File: src/inc/ilc_params.svh
// register indices, field positions, reset values and timing counts
`ifndef ILC_PARAMS_SVH
`define ILC_PARAMS_SVH
`define ILC_IDX_CODE_CTRL    8'hB6
`define ILC_IDX_TX_FIRST     8'hB7
`define ILC_IDX_TX_SECOND    8'hB8
`define ILC_IDX_UP_FIRST     8'hB9
`define ILC_IDX_UP_SECOND    8'hBA
`define ILC_IDX_DOWN_FIRST   8'hBB
`define ILC_IDX_DOWN_SECOND  8'hBC
`define ILC_IDX_SPARE_CTRL   8'hBD
`define ILC_IDX_SPARE_FIRST  8'hBE
`define ILC_IDX_SPARE_SECOND 8'hBF
`define ILC_IDX_LOOP_CTRL    8'hC0
`define ILC_IDX_LINE_MODE    8'hC1
`define ILC_IDX_STATUS_THREE 8'hC2
`define ILC_RST_BYTE         8'h00
`define ILC_TXLEN_LSB        6
`define ILC_UPLEN_LSB        3
`define ILC_DNLEN_LSB        0
`define ILC_LOOP_EN_BIT      0
`define ILC_MODE_T1_BIT      0
`define ILC_MODE_NOINS_BIT   1
`define ILC_STAT_UP_BIT      5
`define ILC_STAT_DOWN_BIT    6
`define ILC_STAT_SPARE_BIT   7
`define ILC_INTEG_MS         36
`define ILC_LINE_BPS         1544000
`define ILC_INTEG_BITS       ((`ILC_INTEG_MS * `ILC_LINE_BPS) / 1000)
`endif

File: src/inc/ilc_pkg.sv
// shared types of the in-band loop code block
package ilc_pkg;
   typedef enum logic [1:0] {
      ILC_HUNT = 2'b00,
      ILC_LOCK = 2'b01
   } ilc_det_state_t;
   typedef logic [4:0] ilc_len_t;
endpackage

File: src/inc/ilc_lane_if.sv
// one pattern lane between the control core and a generator or detector
interface ilc_lane_if;
   logic [15:0] code;
   logic [4:0]  len;
   logic        stb;
   logic        din;
   logic        slot;
   logic        run;
   logic        restart;
   logic        dout;
   modport ctl (output code, len, stb, din, slot, run, restart, input dout);
   modport gen (input code, len, stb, din, slot, run, output dout);
   modport det (input code, len, stb, din, run, restart, output dout);
endinterface

File: src/verilog/ilc_tx_gen.sv
// transmit loop code generator
module ilc_tx_gen
   import ilc_pkg::*;
(
   input wire logic   mclk,
   input wire logic   rst,
   ilc_lane_if.gen    lane
);
   typedef struct packed {
      logic [3:0] phase;
      logic       dout;
   } ilc_gen_st_t;

   ilc_gen_st_t st;
   ilc_gen_st_t next_st;

   always_comb begin
      next_st = st;
      if (lane.stb) begin
         if (!lane.run || lane.slot) begin
            next_st.dout = lane.din;
         end else begin
            next_st.dout = lane.code[4'hF - st.phase];
         end
         if (!lane.run) begin
            next_st.phase = 4'h0;
         end else if ({1'b0, st.phase} >= lane.len - 5'h01) begin
            // >= so a shorter length never runs the phase through stale bits
            next_st.phase = 4'h0;
         end else begin
            next_st.phase = st.phase + 4'h1; // f-bit overwrites, pattern runs on
         end
      end
   end

   always_ff @(posedge mclk) begin
      if (rst) st <= '0;
      else st <= next_st;
   end

   assign lane.dout = st.dout;
endmodule // ilc_tx_gen

File: src/verilog/ilc_detector.sv
// repeating pattern detector with error tolerant integration
`include "ilc_params.svh"

module ilc_detector
   import ilc_pkg::*;
#(
   parameter int INTEG_BITS = `ILC_INTEG_BITS,
   parameter int ERR_MAX    = `ILC_INTEG_BITS / 32
)(
   input wire logic   mclk,
   input wire logic   rst,
   ilc_lane_if.det    lane
);
   localparam int CW = $clog2(INTEG_BITS + 1);

   typedef struct packed {
      ilc_det_state_t state;
      logic [15:0]    sr;
      logic [3:0]     phase;
      logic [CW-1:0]  bitCnt;
      logic [CW-1:0]  errCnt;
      logic           hit;
   } ilc_det_st_t;

   ilc_det_st_t st;
   ilc_det_st_t next_st;

   always_comb begin
      logic [15:0]   srN;
      logic [15:0]   pat;
      logic [15:0]   mask;
      logic          aligned;
      logic [CW-1:0] errN;
      srN     = {st.sr[14:0], lane.din};
      // top len bits only: short codes never see the second byte
      pat     = lane.code >> (5'h10 - lane.len);
      mask    = 16'hFFFF >> (5'h10 - lane.len);
      aligned = ((srN ^ pat) & mask) == 16'h0000;
      errN    = st.errCnt;
      next_st = st;
      if (!lane.run || lane.restart) begin
         next_st = '0;
      end else if (lane.stb) begin
         next_st.sr = srN;
         if (aligned) begin
            // re-align on every full match so f-bit slips are absorbed
            next_st.state = ILC_LOCK;
            next_st.phase = 4'h0;
         end else if (st.state == ILC_HUNT) begin
            errN = st.errCnt + CW'(1);
         end else begin
            if (lane.din != lane.code[4'hF - st.phase]) errN = st.errCnt + CW'(1);
            // wrap also when a length change left the phase past the new end
            if ({1'b0, st.phase} >= lane.len - 5'h01) next_st.phase = 4'h0;
            else next_st.phase = st.phase + 4'h1;
         end
         next_st.errCnt = errN;
         next_st.bitCnt = st.bitCnt + CW'(1);
         if (st.bitCnt == CW'(INTEG_BITS - 1)) begin
            next_st.hit    = (next_st.state == ILC_LOCK) && (errN <= CW'(ERR_MAX));
            next_st.bitCnt = '0;
            next_st.errCnt = '0;
         end
      end
   end

   always_ff @(posedge mclk) begin
      if (rst) st <= '0;
      else st <= next_st;
   end

   assign lane.dout = st.hit;
endmodule // ilc_detector

File: src/verilog/ilc_inband_loop.sv
// in-band loop code generator and detectors with wishbone register slave
`include "ilc_params.svh"

module ilc_inband_loop
   import ilc_pkg::*;
#(
   parameter int INTEG_BITS = `ILC_INTEG_BITS,
   parameter int ERR_MAX    = `ILC_INTEG_BITS / 32
)(
   input  wire logic        mclk,
   input  wire logic        rst,
   input  wire logic        wbCyc,
   input  wire logic        wbStb,
   input  wire logic        wbWe,
   input  wire logic [9:0]  wbAdr,
   input  wire logic [3:0]  wbSel,
   input  wire logic [31:0] wbDatW,
   output wire logic [31:0] wbDatR,
   output wire logic        wbAck,
   input  wire logic        txBitStb,
   input  wire logic        txFbitSlot,
   input  wire logic        txFbit,
   input  wire logic        txDataIn,
   output wire logic        txOut,
   input  wire logic        rxBitStb,
   input  wire logic        rxData
);
   typedef struct packed {
      logic [7:0] codeCtrl;
      logic [7:0] txFirst;
      logic [7:0] txSecond;
      logic [7:0] upFirst;
      logic [7:0] upSecond;
      logic [7:0] downFirst;
      logic [7:0] downSecond;
      logic [2:0] spareLen;
      logic [7:0] spareFirst;
      logic [7:0] spareSecond;
      logic       loopEn;
      logic       t1Mode;
      logic       noIns;
      logic       ack;
      logic [7:0] rdat;
   } ilc_top_st_t;

   ilc_top_st_t st;
   ilc_top_st_t next_st;

   logic       req;
   logic       wr;
   logic [7:0] idx;
   logic       loopRun;
   logic       upHit;
   logic       dnHit;
   logic       spHit;
   logic       upRestart;
   logic       dnRestart;
   logic       spRestart;

   ilc_lane_if txLane ();
   ilc_lane_if upLane ();
   ilc_lane_if dnLane ();
   ilc_lane_if spLane ();

   function automatic ilc_len_t rx_len(input logic [2:0] sel);
      // 111 means 8 or 16: both run as a 16-bit compare
      if (sel == 3'h7) rx_len = 5'h10;
      else rx_len = {2'b00, sel} + 5'h01;
   endfunction

   function automatic ilc_len_t tx_len(input logic [1:0] sel);
      case (sel)
         2'b00:   tx_len = 5'h05; // with 80h in the first byte this is loop-up
         2'b01:   tx_len = 5'h06; // a 3-bit code is written twice into 6 bits
         2'b10:   tx_len = 5'h07;
         default: tx_len = 5'h10;
      endcase
   endfunction

   assign req = wbCyc && wbStb && !st.ack;
   assign wr  = req && wbWe && wbSel[0];
   assign idx = wbAdr[9:2];

   always_comb begin
      next_st     = st;
      next_st.ack = req;
      if (req) begin
         next_st.rdat = 8'h00;
         if (idx == `ILC_IDX_CODE_CTRL) begin
            next_st.rdat = st.codeCtrl;
            if (wr) next_st.codeCtrl = wbDatW[7:0];
         end else if (idx == `ILC_IDX_TX_FIRST) begin
            next_st.rdat = st.txFirst;
            if (wr) next_st.txFirst = wbDatW[7:0];
         end else if (idx == `ILC_IDX_TX_SECOND) begin
            next_st.rdat = st.txSecond;
            if (wr) next_st.txSecond = wbDatW[7:0];
         end else if (idx == `ILC_IDX_UP_FIRST) begin
            next_st.rdat = st.upFirst;
            if (wr) next_st.upFirst = wbDatW[7:0];
         end else if (idx == `ILC_IDX_UP_SECOND) begin
            next_st.rdat = st.upSecond;
            if (wr) next_st.upSecond = wbDatW[7:0];
         end else if (idx == `ILC_IDX_DOWN_FIRST) begin
            next_st.rdat = st.downFirst;
            if (wr) next_st.downFirst = wbDatW[7:0];
         end else if (idx == `ILC_IDX_DOWN_SECOND) begin
            next_st.rdat = st.downSecond;
            if (wr) next_st.downSecond = wbDatW[7:0];
         end else if (idx == `ILC_IDX_SPARE_CTRL) begin
            // unused bits are not stored and read back zero
            next_st.rdat = {5'h00, st.spareLen};
            if (wr) next_st.spareLen = wbDatW[2:0];
         end else if (idx == `ILC_IDX_SPARE_FIRST) begin
            next_st.rdat = st.spareFirst;
            if (wr) next_st.spareFirst = wbDatW[7:0];
         end else if (idx == `ILC_IDX_SPARE_SECOND) begin
            next_st.rdat = st.spareSecond;
            if (wr) next_st.spareSecond = wbDatW[7:0];
         end else if (idx == `ILC_IDX_LOOP_CTRL) begin
            next_st.rdat = {7'h00, st.loopEn};
            if (wr) next_st.loopEn = wbDatW[`ILC_LOOP_EN_BIT];
         end else if (idx == `ILC_IDX_LINE_MODE) begin
            next_st.rdat = {6'h00, st.noIns, st.t1Mode};
            if (wr) begin
               next_st.t1Mode = wbDatW[`ILC_MODE_T1_BIT];
               next_st.noIns  = wbDatW[`ILC_MODE_NOINS_BIT];
            end
         end else if (idx == `ILC_IDX_STATUS_THREE) begin
            next_st.rdat[`ILC_STAT_UP_BIT]    = upHit;
            next_st.rdat[`ILC_STAT_DOWN_BIT]  = dnHit;
            next_st.rdat[`ILC_STAT_SPARE_BIT] = spHit;
         end
      end
   end

   always_ff @(posedge mclk) begin
      if (rst) st <= '0;
      else st <= next_st;
   end

   // restart on either byte of a detector code, the pair forms one value
   assign upRestart = wr && (idx == `ILC_IDX_UP_FIRST || idx == `ILC_IDX_UP_SECOND);
   assign dnRestart = wr && (idx == `ILC_IDX_DOWN_FIRST || idx == `ILC_IDX_DOWN_SECOND);
   assign spRestart = wr && (idx == `ILC_IDX_SPARE_FIRST || idx == `ILC_IDX_SPARE_SECOND);

   assign loopRun = st.loopEn && st.t1Mode;

   // transmit lane
   assign txLane.code    = {st.txFirst, st.txSecond};
   assign txLane.len     = tx_len(st.codeCtrl[`ILC_TXLEN_LSB +: 2]);
   assign txLane.stb     = txBitStb;
   assign txLane.slot    = txFbitSlot && !st.noIns;
   assign txLane.din     = txLane.slot ? txFbit : txDataIn;
   assign txLane.run     = loopRun;
   assign txLane.restart = 1'b0;

   // receive lanes, one per detector
   assign upLane.code    = {st.upFirst, st.upSecond};
   assign upLane.len     = rx_len(st.codeCtrl[`ILC_UPLEN_LSB +: 3]);
   assign upLane.restart = upRestart;
   assign dnLane.code    = {st.downFirst, st.downSecond};
   assign dnLane.len     = rx_len(st.codeCtrl[`ILC_DNLEN_LSB +: 3]);
   assign dnLane.restart = dnRestart;
   assign spLane.code    = {st.spareFirst, st.spareSecond};
   assign spLane.len     = rx_len(st.spareLen);
   assign spLane.restart = spRestart;

   assign upLane.stb  = rxBitStb;
   assign upLane.din  = rxData;
   assign upLane.run  = st.t1Mode;
   assign upLane.slot = 1'b0;
   assign dnLane.stb  = rxBitStb;
   assign dnLane.din  = rxData;
   assign dnLane.run  = st.t1Mode;
   assign dnLane.slot = 1'b0;
   assign spLane.stb  = rxBitStb;
   assign spLane.din  = rxData;
   assign spLane.run  = st.t1Mode;
   assign spLane.slot = 1'b0;

   assign upHit = upLane.dout;
   assign dnHit = dnLane.dout;
   assign spHit = spLane.dout;

   ilc_tx_gen u_tx (
      .mclk (mclk),
      .rst  (rst),
      .lane (txLane)
   );

   // three independent detectors
   ilc_detector #(.INTEG_BITS(INTEG_BITS), .ERR_MAX(ERR_MAX)) u_up (
      .mclk (mclk),
      .rst  (rst),
      .lane (upLane)
   );

   ilc_detector #(.INTEG_BITS(INTEG_BITS), .ERR_MAX(ERR_MAX)) u_down (
      .mclk (mclk),
      .rst  (rst),
      .lane (dnLane)
   );

   ilc_detector #(.INTEG_BITS(INTEG_BITS), .ERR_MAX(ERR_MAX)) u_spare (
      .mclk (mclk),
      .rst  (rst),
      .lane (spLane)
   );

   assign wbAck  = st.ack;
   assign wbDatR = {24'h000000, st.rdat};
   assign txOut  = txLane.dout;
endmodule // ilc_inband_loop

File: config.mk
export PLATFORM = sky130hd
export DESIGN_NAME = ilc_inband_loop
export DESIGN_NICKNAME = d
export VERILOG_FILES = /design/src/inc/ilc_pkg.sv /design/src/inc/ilc_lane_if.sv /design/src/verilog/ilc_tx_gen.sv /design/src/verilog/ilc_detector.sv /design/src/verilog/ilc_inband_loop.sv
export VERILOG_INCLUDE_DIRS = /design/src /design/src/inc
export SDC_FILE = /design/constraint.sdc
export NUM_CORES = 1
export LEC_CHECK = 0
export ABC_AREA = 1
export CORE_UTILIZATION = 60
export DETAILED_ROUTE_END_ITERATION = 16
export DONT_BUFFER_PORTS = 1
export GPL_TIMING_DRIVEN = 0
export PLACE_DENSITY_LB_ADDON = 0.3
export SLEW_MARGIN = 20
export SYNTH_ARGS = -nofsm -noshare
export SYNTH_HDL_FRONTEND = slang
export SYNTH_SLANG_ARGS = --single-unit
File: constraint.sdc
create_clock -name mclk -period 10.35 [get_ports mclk]
set_input_delay 0.5175 -clock mclk [delete_from_list [all_inputs] [get_ports mclk]]
set_output_delay 0.5175 -clock mclk [all_outputs]
set_load 0.02 [all_outputs]
==> results of run 1 <==
power breakdown:
group | total [µW] | internal [µW] | leakage [µW] | switching (µW)
combinational | 105 | 25.6 | 0.00511 | 79.8
clock | 1070 | 650 | 0.000496 | 422
sequential | 980 | 979 | 0.00205 | 1.32
worst max path at each step:
stage / from / endpoint / slack, ns / cells after the start
2_1_floorplan: st[28]$_SDFFE_PP0P_ / u_spare.st[11]$_SDFFE_PP0P_ / 6.96 / 22
3_3_place_gp: st[28]$_SDFFE_PP0P_ / u_spare.lane.dout$_SDFFE_PP0P_ / 6.22 / 28
3_5_place_dp: st[28]$_SDFFE_PP0P_ / u_spare.lane.dout$_SDFFE_PP0P_ / 6.12 / 26
4_1_cts: st[28]$_SDFFE_PP0P_ / u_spare.lane.dout$_SDFFE_PP0P_ / 6.11 / 26
5_1_grt: st[28]$_SDFFE_PP0P_ / u_spare.lane.dout$_SDFFE_PP0P_ / 5.65 / 24
6_report: st[28]$_SDFFE_PP0P_ / u_spare.st[35]$_SDFFE_PP0P_ / 6.09 / 22
through the flow:
stage                     setup WS (ns)  cells
after detailed placement           6.12   3279
final                              6.09   3330
after global routing               5.65   3330
after floorplan                    6.96   2895
after CTS                          6.11   3330
after global placement             6.22   3279
critical path: stages, from the launching register on:
cell      delay [ns]
dfxtp_1         0.45
ha_1            0.32
inv_1           0.10
ha_1            0.30
inv_1           0.09
ha_1            0.28
buf_2           0.21
clkinv_1        0.24
clkbuf_1        0.29
nand2_1         0.20
nand2_1         0.07
nand2_1         0.08
nand3_1         0.08
nand3_1         0.10
nand2_1         0.07
nor2_2          0.21
nand3_2         0.18
inv_1           0.24
o21ai_1         0.16
inv_1           0.19
nand2_1         0.08
xor2_1          0.14
nor2_1          0.05
registers in the layout, indices dropped and copies added (netlist names), 4 cells and up:
name         count
wbDatR           8
st              45
u_up.st         53
dnLane.code     16
u_tx.st          4
spLane.code     16
u_spare.st      53
u_down.st       53
per-layer routing:
metal  track usage (%)  vias to the layer above  wire length (µm)
met3              4.91                      130              4490
met5                 0                        -                 0
met4              13.6                        0              1860
met2              59.2                      847             24800
met1              46.8                     8831             23100
li1                  -                     9450                 -
layout make-up:
cell class | instances | area, µm²
multi-input combinational | 2165 | 10600
fill | 2684 | 9640
sequential | 254 | 5080
inverter | 335 | 1260
clock buffer | 38 | 820
buffer | 141 | 756
tap | 384 | 480
clock inverter | 13 | 165
cell usage after synthesis, types with 2 or more instances:
cell type  instances
a211oi_1          30
a21boi_0           3
a21oi_1          230
a221oi_1           9
a31oi_1            6
and2_1             2
buf_1              7
buf_2             16
buf_4             41
buf_6              7
clkbuf_1          70
clkinv_1          10
dfxtp_1          254
ha_1              47
inv_1            315
inv_2             10
nand2_1          778
nand2_2            3
nand3_1          236
nand3_2            3
nand3b_1          22
nand4_1           31
nor2_1           279
nor2_2             7
nor2_4             3
nor3_1            53
nor3b_1            5
nor4_1            18
o2111ai_1          5
o211ai_1          19
o21a_1             3
o21ai_0          221
o21ai_1           24
o21bai_1           3
o221ai_1           4
o22ai_1            9
or2_1              5
or2_2              3
xnor2_1           13
xor2_1            59
xor2_2             2
logic make-up after synthesis:
kind of cell | count (synthesis) | synth area share [%]
AO/OA/AOI/OAI | 569 | 17.6
XOR/XNOR | 74 | 3.77
buffers and inverters | 476 | 11.4
flip-flops | 254 | 28.9
other | 1 | 0.0213
AND/OR/NAND/NOR | 1451 | 34.9
adder cells (fa/ha/maj) | 47 | 3.34
==> results.md, run 1 <==
Final layout:
- Compared with the post-synthesis result, the final layout area differs by 8.82%.
- The utilization of the core after routing is 66.5%.
- The layout net count is 3,030.
- In the layout the commonest cells are 778 x nand2_1, 315 x inv_1, 279 x nor2_1, 254 x dfxtp_1, 236 x nand3_1.
- The most common cell after layout, fill and taps aside is nand2_1.
- The final antenna diode count is 0.
- The share of post-route cells with drive strength above 1 is 4.92%.
- The finished cells cover 19,100 µm².

Timing:
- The count of endpoints failing hold in the final timing report is 0.
- After layout, the minimum clock period comes to 4.26 ns.
- The worst path uses 41.2% of the clock period.
- The setup total negative slack is 0 ns.
- The count of final setup violators is 0.
- Setup repair after global routing left no endpoint under its margin.
- The worst pin sits at a relative slew slack of 39.5%.
- The worst hold slack is 0.133 ns.
- The worst clock skew is 0.0120 ns.
- The number of max-slew violations in the final report came to 0.
- At the pin with the least slew margin, the transition time is 0.898 ns.
- Timing would allow up to 235 MHz.

Clock tree:
- TritonCTS built the clock tree.
- The clock buffer count from CTS is 29.
- The deepest level of the CTS H-tree is 1.
- The number of clock sinks is 254.
- The post-cts resize count is 0.
- In this run the deepest clock path goes through 3 buffers.
- The setup fix buffers added after clock tree synthesis is 0.
- The later pin in the worst-skew pair is clocked with a latency of 0.56 ns.
- In this run, post-CTS hold repair placed 0 buffers.
- After clock tree synthesis, the clock-pin slew on the worst setup and hold paths is 0.06 ns.
- The clock root buffer is clkbuf_16.

Routing:
- Summing over every cut layer, the via total after detailed routing is 19,300.
- In the routed design, unresolved DRC markers number 0.
- The number of DRC markers in iteration 0 is 1,827.
- Using the TritonRoute via totals, the vias-per-cell ratio works out to 5.78.
- The remaining antenna violation count after routing is 0.
- Dividing the detail-routed wire length by the instance count gives 16.3 µm.
- The total detailed-routing wirelength is 54,300 µm.
- The first-pass iteration count of the detailed router is 6.

Global route:
- Entering global routing, the biggest net connects 14 pins.
- The first-pass GRT wire length is 88,600 µm.
- The total congestion overflow after global routing is 0.
- The number of global-route vias before repair is 18,000.
- The initial antenna violation count came to 0.
- The total global routing track utilization is 35.6%.

Yosys:
- The average instance area after synthesis is 6.12 µm².
- The number of storage elements in the synthesis netlist is 254.
- The Yosys step of the flow raised 0 warnings.
- Of the post-synthesis cell area, the dominant cell type holds 28.9%.
- Yosys mapped a number of flops with a built-in enable equal to 0.
- The number of distinct library cell variants in the gate-level netlist after synthesis is 48.
- The commonest register cell after synthesis is dfxtp_1.
- Counting every instance in the synthesized netlist gives 2,872.
- The combined area of all synthesized cells is 17,600 µm².
- In the post-synthesis netlist, the biggest area contributors are dfxtp_1 29%, nand2_1 17%, inv_1 6.7%.
- The biggest area contributor in the post-synthesis netlist is dfxtp_1.
- The portion of the post-synthesis area used by sequential elements is 28.9%.
- For this run, asynchronously set or reset flops after synthesis account for 0%.

Setup path:
- Counting cells, the worst reg-to-reg path comes to 22.
- Data on the critical path is required at its endpoint by 10.79 ns.
- The end of the worst register-to-register path is u_spare.st[35]$_SDFFE_PP0P_.
- Data on the critical path arrives at its endpoint at 4.70 ns.
- The kind of launch point of the worst setup path is a flop.
- The setup check on the worst reg-to-reg path leaves a slack of 6.09 ns.
- In this run the worst path has a maximum fanout of 10.
- The kind of capture point of the worst setup path is a flop.
- The worst reg2reg path startpoint is st[28]$_SDFFE_PP0P_.
- The type of the worst setup path is reg2reg.

Job:
- The max-capacitance violation count is 0.

Hold path:
- The startpoint identified for the worst hold timing path is wbDatW[0].
- The worst hold path terminates at st[11]$_SDFFE_PP0P_.
- The path type of the worst min-delay path is in2reg.
- The depth of the worst hold-timing path is 2.

Floorplanning:
- For this configuration, the core starts out at a cell density of 61.1%.
- From bottom edge to top edge, the die measures 173 µm.
- The die extent in x is 173 µm.
- The floorplan step defined a die boundary enclosing 30,000 µm².
- After floorplanning, the core was divided into 62 placement rows.
- The total core area is 28,800 µm².
- The total I/O pin count is 91.

Place:
- The congestion estimate from routability-driven global placement came to 0.965.
- The count of port buffers added during placement is 0.
- The detailed-placement wirelength estimate is 41,300 µm.
- The area of placed instances is 18,200 µm².

Power and ir drop:
- The standby leakage power is 0.00765 µW.
- The power density relative to cell area is 113 nW/µm².
- The highest ir drop seen on vdd is 0.000111 V.
- The overall power consumption is 2160 µW.

Outcome:
- The flow ran to the end, and the final reports show no timing, DRC or antenna violations.
Note: power is estimated with default switching activity, not from simulation.
==> run 2, diff against run 1 <==
--- a/config.mk
+++ b/config.mk
@@ -6,7 +6,7 @@
 export SDC_FILE = /design/constraint.sdc
 export NUM_CORES = 1
 export LEC_CHECK = 0
-export ABC_AREA = 1
+export ABC_AREA = 0
 export CORE_UTILIZATION = 60
 export DETAILED_ROUTE_END_ITERATION = 16
 export DONT_BUFFER_PORTS = 1
==> constraint.sdc (replaced) <==
create_clock -name mclk -period 4.4 [get_ports mclk]
set_input_delay 0.22 -clock mclk [delete_from_list [all_inputs] [get_ports mclk]]
set_output_delay 0.22 -clock mclk [all_outputs]
set_load 0.02 [all_outputs]
==> run 2 against run 1 <==
  * Non-clock buffer count up 63
  * Combinational power is 140% higher
  * Fmax fell by 1.8%
==> results.md, run 2 <==
Outcome:
- The flow ran to the end, and the final reports show no timing, DRC or antenna violations.

Yosys:
- Among all flip-flop cells after synthesis, the most frequent one is dfxtp_1.
- The number of warning messages in the yosys log is 0 (unchanged).
- The number of enable-type register cells in the synthesized netlist is 0 (unchanged).
- Ranked by total cell area, the synthesized netlist is headed by dfxtp_1 29%, mux2i_1 12%, nor2_1 6.4%.
- The top cell type's share of synthesized area is 29.1% (+0.21 points).
- The average instance area after synthesis is 8.34 µm² (+36%).
- The commonest cells after synthesis are 300 x nor2_1, 254 x dfxtp_1, 201 x mux2i_1.
- The number of distinct library cell variants in the gate-level netlist after synthesis was 102 (+110%).
- The portion of the post-synthesis area used by sequential elements is 29.1% (+0.21 points).
- The cell with the most instances after synthesis is nor2_1.
- The dominant cell type by area after synthesis is dfxtp_1.
- The async set or reset register ratio after synthesis is 0% (unchanged).
- The combined area of all synthesized cells came to 17,500 µm² (-0.73%).
- The number of storage elements in the synthesis netlist is 254 (unchanged).
- The gate count after technology mapping is 2,094 (-27%).

Floorplanning:
- The total I/O pin count is 91 (unchanged).
- The effective utilization at floorplan is 60.8% (-0.28 points).
- The number of standard-cell rows in the floorplan was 62 (unchanged).
- The die extent in x is 173 µm (-0.36%).
- The total core area is 28,700 µm² (-0.27%).
- The die extent in y came to 173 µm (-0.36%).
- The total die area came to 29,800 µm² (-0.72%).

Timing:
- The maximum frequency from static timing analysis is 230 MHz (-1.8%).
- The slew at the pin with the worst max-slew slack was 1.09 ns (+0.191 ns).
- The number of max-slew violations in the final report is 0 (unchanged).
- The worst relative slew slack is 27.4% (-12 points).
- The post-route fraction of the period consumed by the critical path is 98.6% (+57 points).
- The count of endpoints failing hold in the final timing report is 0 (unchanged).
- The shortest period the worst path allows came to 4.34 ns (+0.0767 ns).
- The final setup slack of the worst path is 0.0603 ns (-6.03 ns).
- The count of final setup violators is 0 (unchanged).
- The worst clock skew came to 0.0223 ns (+0.0103 ns).

Setup path:
- The worst setup path is launched from a flop.
- In this run the worst setup path terminates at u_up.lane.dout$_SDFFE_PP0P_.
- The kind of cell with the highest combined delay on the critical path is compound AO/OA/AOI/OAI gates.
- The path length in cells of the critical path came to 16 (-27%).
- The end of the worst register-to-register path is u_up.lane.dout$_SDFFE_PP0P_.
- The number of cells on the worst reg-to-reg path is 16 (-27%).
- The worst setup path is of the reg2reg kind.
- Walking the worst path, the cells encountered are ha_4, ha_1, and4b_4, or4_4, buf_6, nand2_4, inv_4, mux4_2, xor2_1, a211o_1, o31ai_4, a21o_1, mux2_2, nand3_1, nand3_1, a32oi_1.
- In this design, the critical path's most frequently occurring cell is nand3_1.
- The count of buffering cells on the critical path with inverters included is 2 (-5).
- The data required time at the worst endpoint is 4.86 ns (-5.93 ns).
- The endpoint arrival time on the critical path is 4.80 ns (+0.10 ns).
- The cell with the biggest individual delay on the critical path is or4_4.
- The biggest cell delay along the critical path is 0.50 ns (+0.05 ns).
- The worst register-to-register path begins at st[83]$_SDFFE_PP0P_.
- The peak fanout along the critical path is 10 (unchanged).
- The register-to-register path setup slack is 0.06 ns (-6.03 ns).
- The origin of the worst setup path is st[83]$_SDFFE_PP0P_.
- STA classifies the critical path endpoint as a flop.

Power and ir drop:
- The power dissipated by switching net loads is 1100 µW (+120%).
- The power density relative to cell area is 241 nW/µm² (+110%).
- The share of power burned in combinational logic is 5.2% (+0.3 points).
- The switching power share of the total was 23.2% (-0.14 points).
- The sequential share of power is 48.4% (+3.0 points).
- The clock power share was 46.3% (-3.4 points).
- The highest ir drop seen on vdd is 0.000325 V (+190%).
- The internal power came to 3660 µW (+120%).
- The standby leakage power is 0.00697 µW (-9.0%).

Clock tree:
- The clock buffer count from CTS is 27 (-6.9%).
- The number of clock sinks is 254 (unchanged).
- The maximum buffer depth of the clock tree is 3 (unchanged).
- The TritonCTS clock tree is built.
- The register clock-pin slew on the reported worst setup and hold paths was 0.06 ns (about the same).
- The deepest level of the CTS H-tree is 1 (unchanged).
- The clock root buffer is clkbuf_16.
- The worst-skew pair later-pin latency is 0.55 ns (about the same).

Global route:
- The pin count of the biggest net entering global routing is 13 (-1).
- The met2 layer usage reported by global route is 55.8% (-3.4 points).
- The total congestion overflow after global routing was 0 (unchanged).
- The met1 track utilization from global routing is 44.8% (-2.0 points).
- The first-pass GRT wire length is 81,700 µm (-7.8%).
- The number of global-route vias before repair is 15,400 (-14%).
- The total global routing track utilization is 33.3% (-2.3 points).
- The global routing stage identified its most utilized layer as met2.
- The initial antenna violation count was 0 (unchanged).
- The global routing met3 resource utilization is 4.27% (-0.65 points).

Final layout:
- The count of non-filler cells in the finished layout was 2,590 (-22%).
- The top cell types in the final layout, fill and taps aside, are 299 x nor2_1, 249 x dfxtp_1, 200 x mux2i_1, 168 x nand2_1, 98 x a21oi_1.
- Leaving out fill and tap cells, the most frequent cell in the layout is nor2_1.
- The share of post-route cells with drive strength above 1 is 13.8% (+8.9 points).
- The final antenna diode count is 0 (unchanged).
- The area growth from synthesis to layout is 13.1%.
- The layout net count is 2,293 (-24%).
- The largest registers in the layout are u_down.st: 53 flops, u_spare.st: 53 flops, u_up.st: 53 flops.

Routing:
- The total detailed-routing wirelength was 52,000 µm (-4.3%).
- The number of DRC markers in iteration 0 came to 1,652 (-9.6%).
- The remaining antenna violation count after routing was 0 (unchanged).
- The number of vias after detailed routing is 16,700 (-13%).
- The routed length per placed instance is 20.1 µm (+23%).
- The first-pass iteration count of the detailed router is 5 (-1).
- The total DRC errors in the routed layout is 0 (unchanged).
- The detailed-route vias per instance was 6.45 (+12%).

Place:
- The pre-CTS setup slack is -0.796 ns (-6.92 ns).
- The global placement routability congestion was 0.956 (-0.96%).
- The count of port buffers added during placement is 0 (unchanged).
- The detailed-placement wirelength estimate is 36,800 µm (-11%).
- The count of placed standard cells including taps was 2,503 (-24%).

Hold path:
- The path type of the worst min-delay path is in2reg.

Job:
- The max-capacitance violation count is 0 (unchanged).
-- run 2: logic make-up after synthesis --
group | synth area share [%]
DFF | 29.1
other | 0.0215
buffers and inverters | 5.90
adders and majority gates | 3.37
and+or+nand+nor | 21.8
AOI/OAI and AO/OA | 15.8
xor gates and xnor gates | 5.61
muxes | 18.3
-- run 2: power groups by stage --
| stage | sequential (µW) | clock, µW | combinational (µW) |
|---|---|---|---|
| 6_report | 2310 | 2200 | 250 |
| 5_1_grt | 2300 | 2300 | 263 |
| 4_1_cts | 2310 | 2230 | 240 |
| 3_5_place_dp | 2360 | 0 | 229 |
| 3_3_place_gp | 2360 | 0 | 226 |
| 2_1_floorplan | 2360 | 0 | 166 |
-- run 2: how the worst min path moves through the flow --
stage | from | end | slack, ns | cells past startpoint
floorplan | wbDatW[0] | st[28]$_SDFFE_PP0P_ | 0.37 | 2
global placement | wbDatW[0] | dnLane.code[8]$_SDFFE_PP0P_ | 0.37 | 2
detailed placement | wbDatW[1] | dnLane.code[9]$_SDFFE_PP0P_ | 0.38 | 2
CTS | txFbit | u_tx.lane.dout$_SDFFE_PP0P_ | 0.01 | 2
global route | txFbit | u_tx.lane.dout$_SDFFE_PP0P_ | 0.08 | 2
finish | txFbit | u_tx.lane.dout$_SDFFE_PP0P_ | 0.05 | 2
-- run 2: area by class of cell --
class / count / area, µm²
Tap cell: 384 / 480
Sequential cell: 254 / 5100
Multi-Input combinational cell: 1638 / 11900
Fill cell: 2339 / 8960
Clock inverter: 4 / 45.0
Inverter: 64 / 256
Buffer: 159 / 852
Clock buffer: 42 / 792
Timing Repair Buffer: 45 / 348
-- run 2: timing repair --
item                                    CTS  global route
hold buffers                              4             0
gates resized for setup                  54            65
endpoints found under the setup margin   65            35
pin swaps                                12            21
endpoints found under the hold margin     9             0
setup buffers                            13            26
-- run 2: metrics by stage --
step | area [µm²] | total power [µW] | utilization [%] | setup TNS (ns) | hold WS, ns
floorplan | 17500 | 2520 | - | 0 | 0.367
global placement | 18000 | 2580 | 62.8 | -15.66 | 0.375
detailed placement | 18100 | 2590 | 62.9 | -20.44 | 0.378
CTS | 19300 | 4770 | 67.1 | -0.00728 | 0.0126
global route | 19700 | 4870 | 68.8 | -0.167 | 0.0833
finish | 19700 | 4760 | 68.8 | 0 | 0.0484
-- run 2: layer usage --
layer,vias up,share of wire [%]
met5,-,0
met4,0,3.0
met3,137,7.2
met2,740,48
met1,8095,42
li1,7738,-
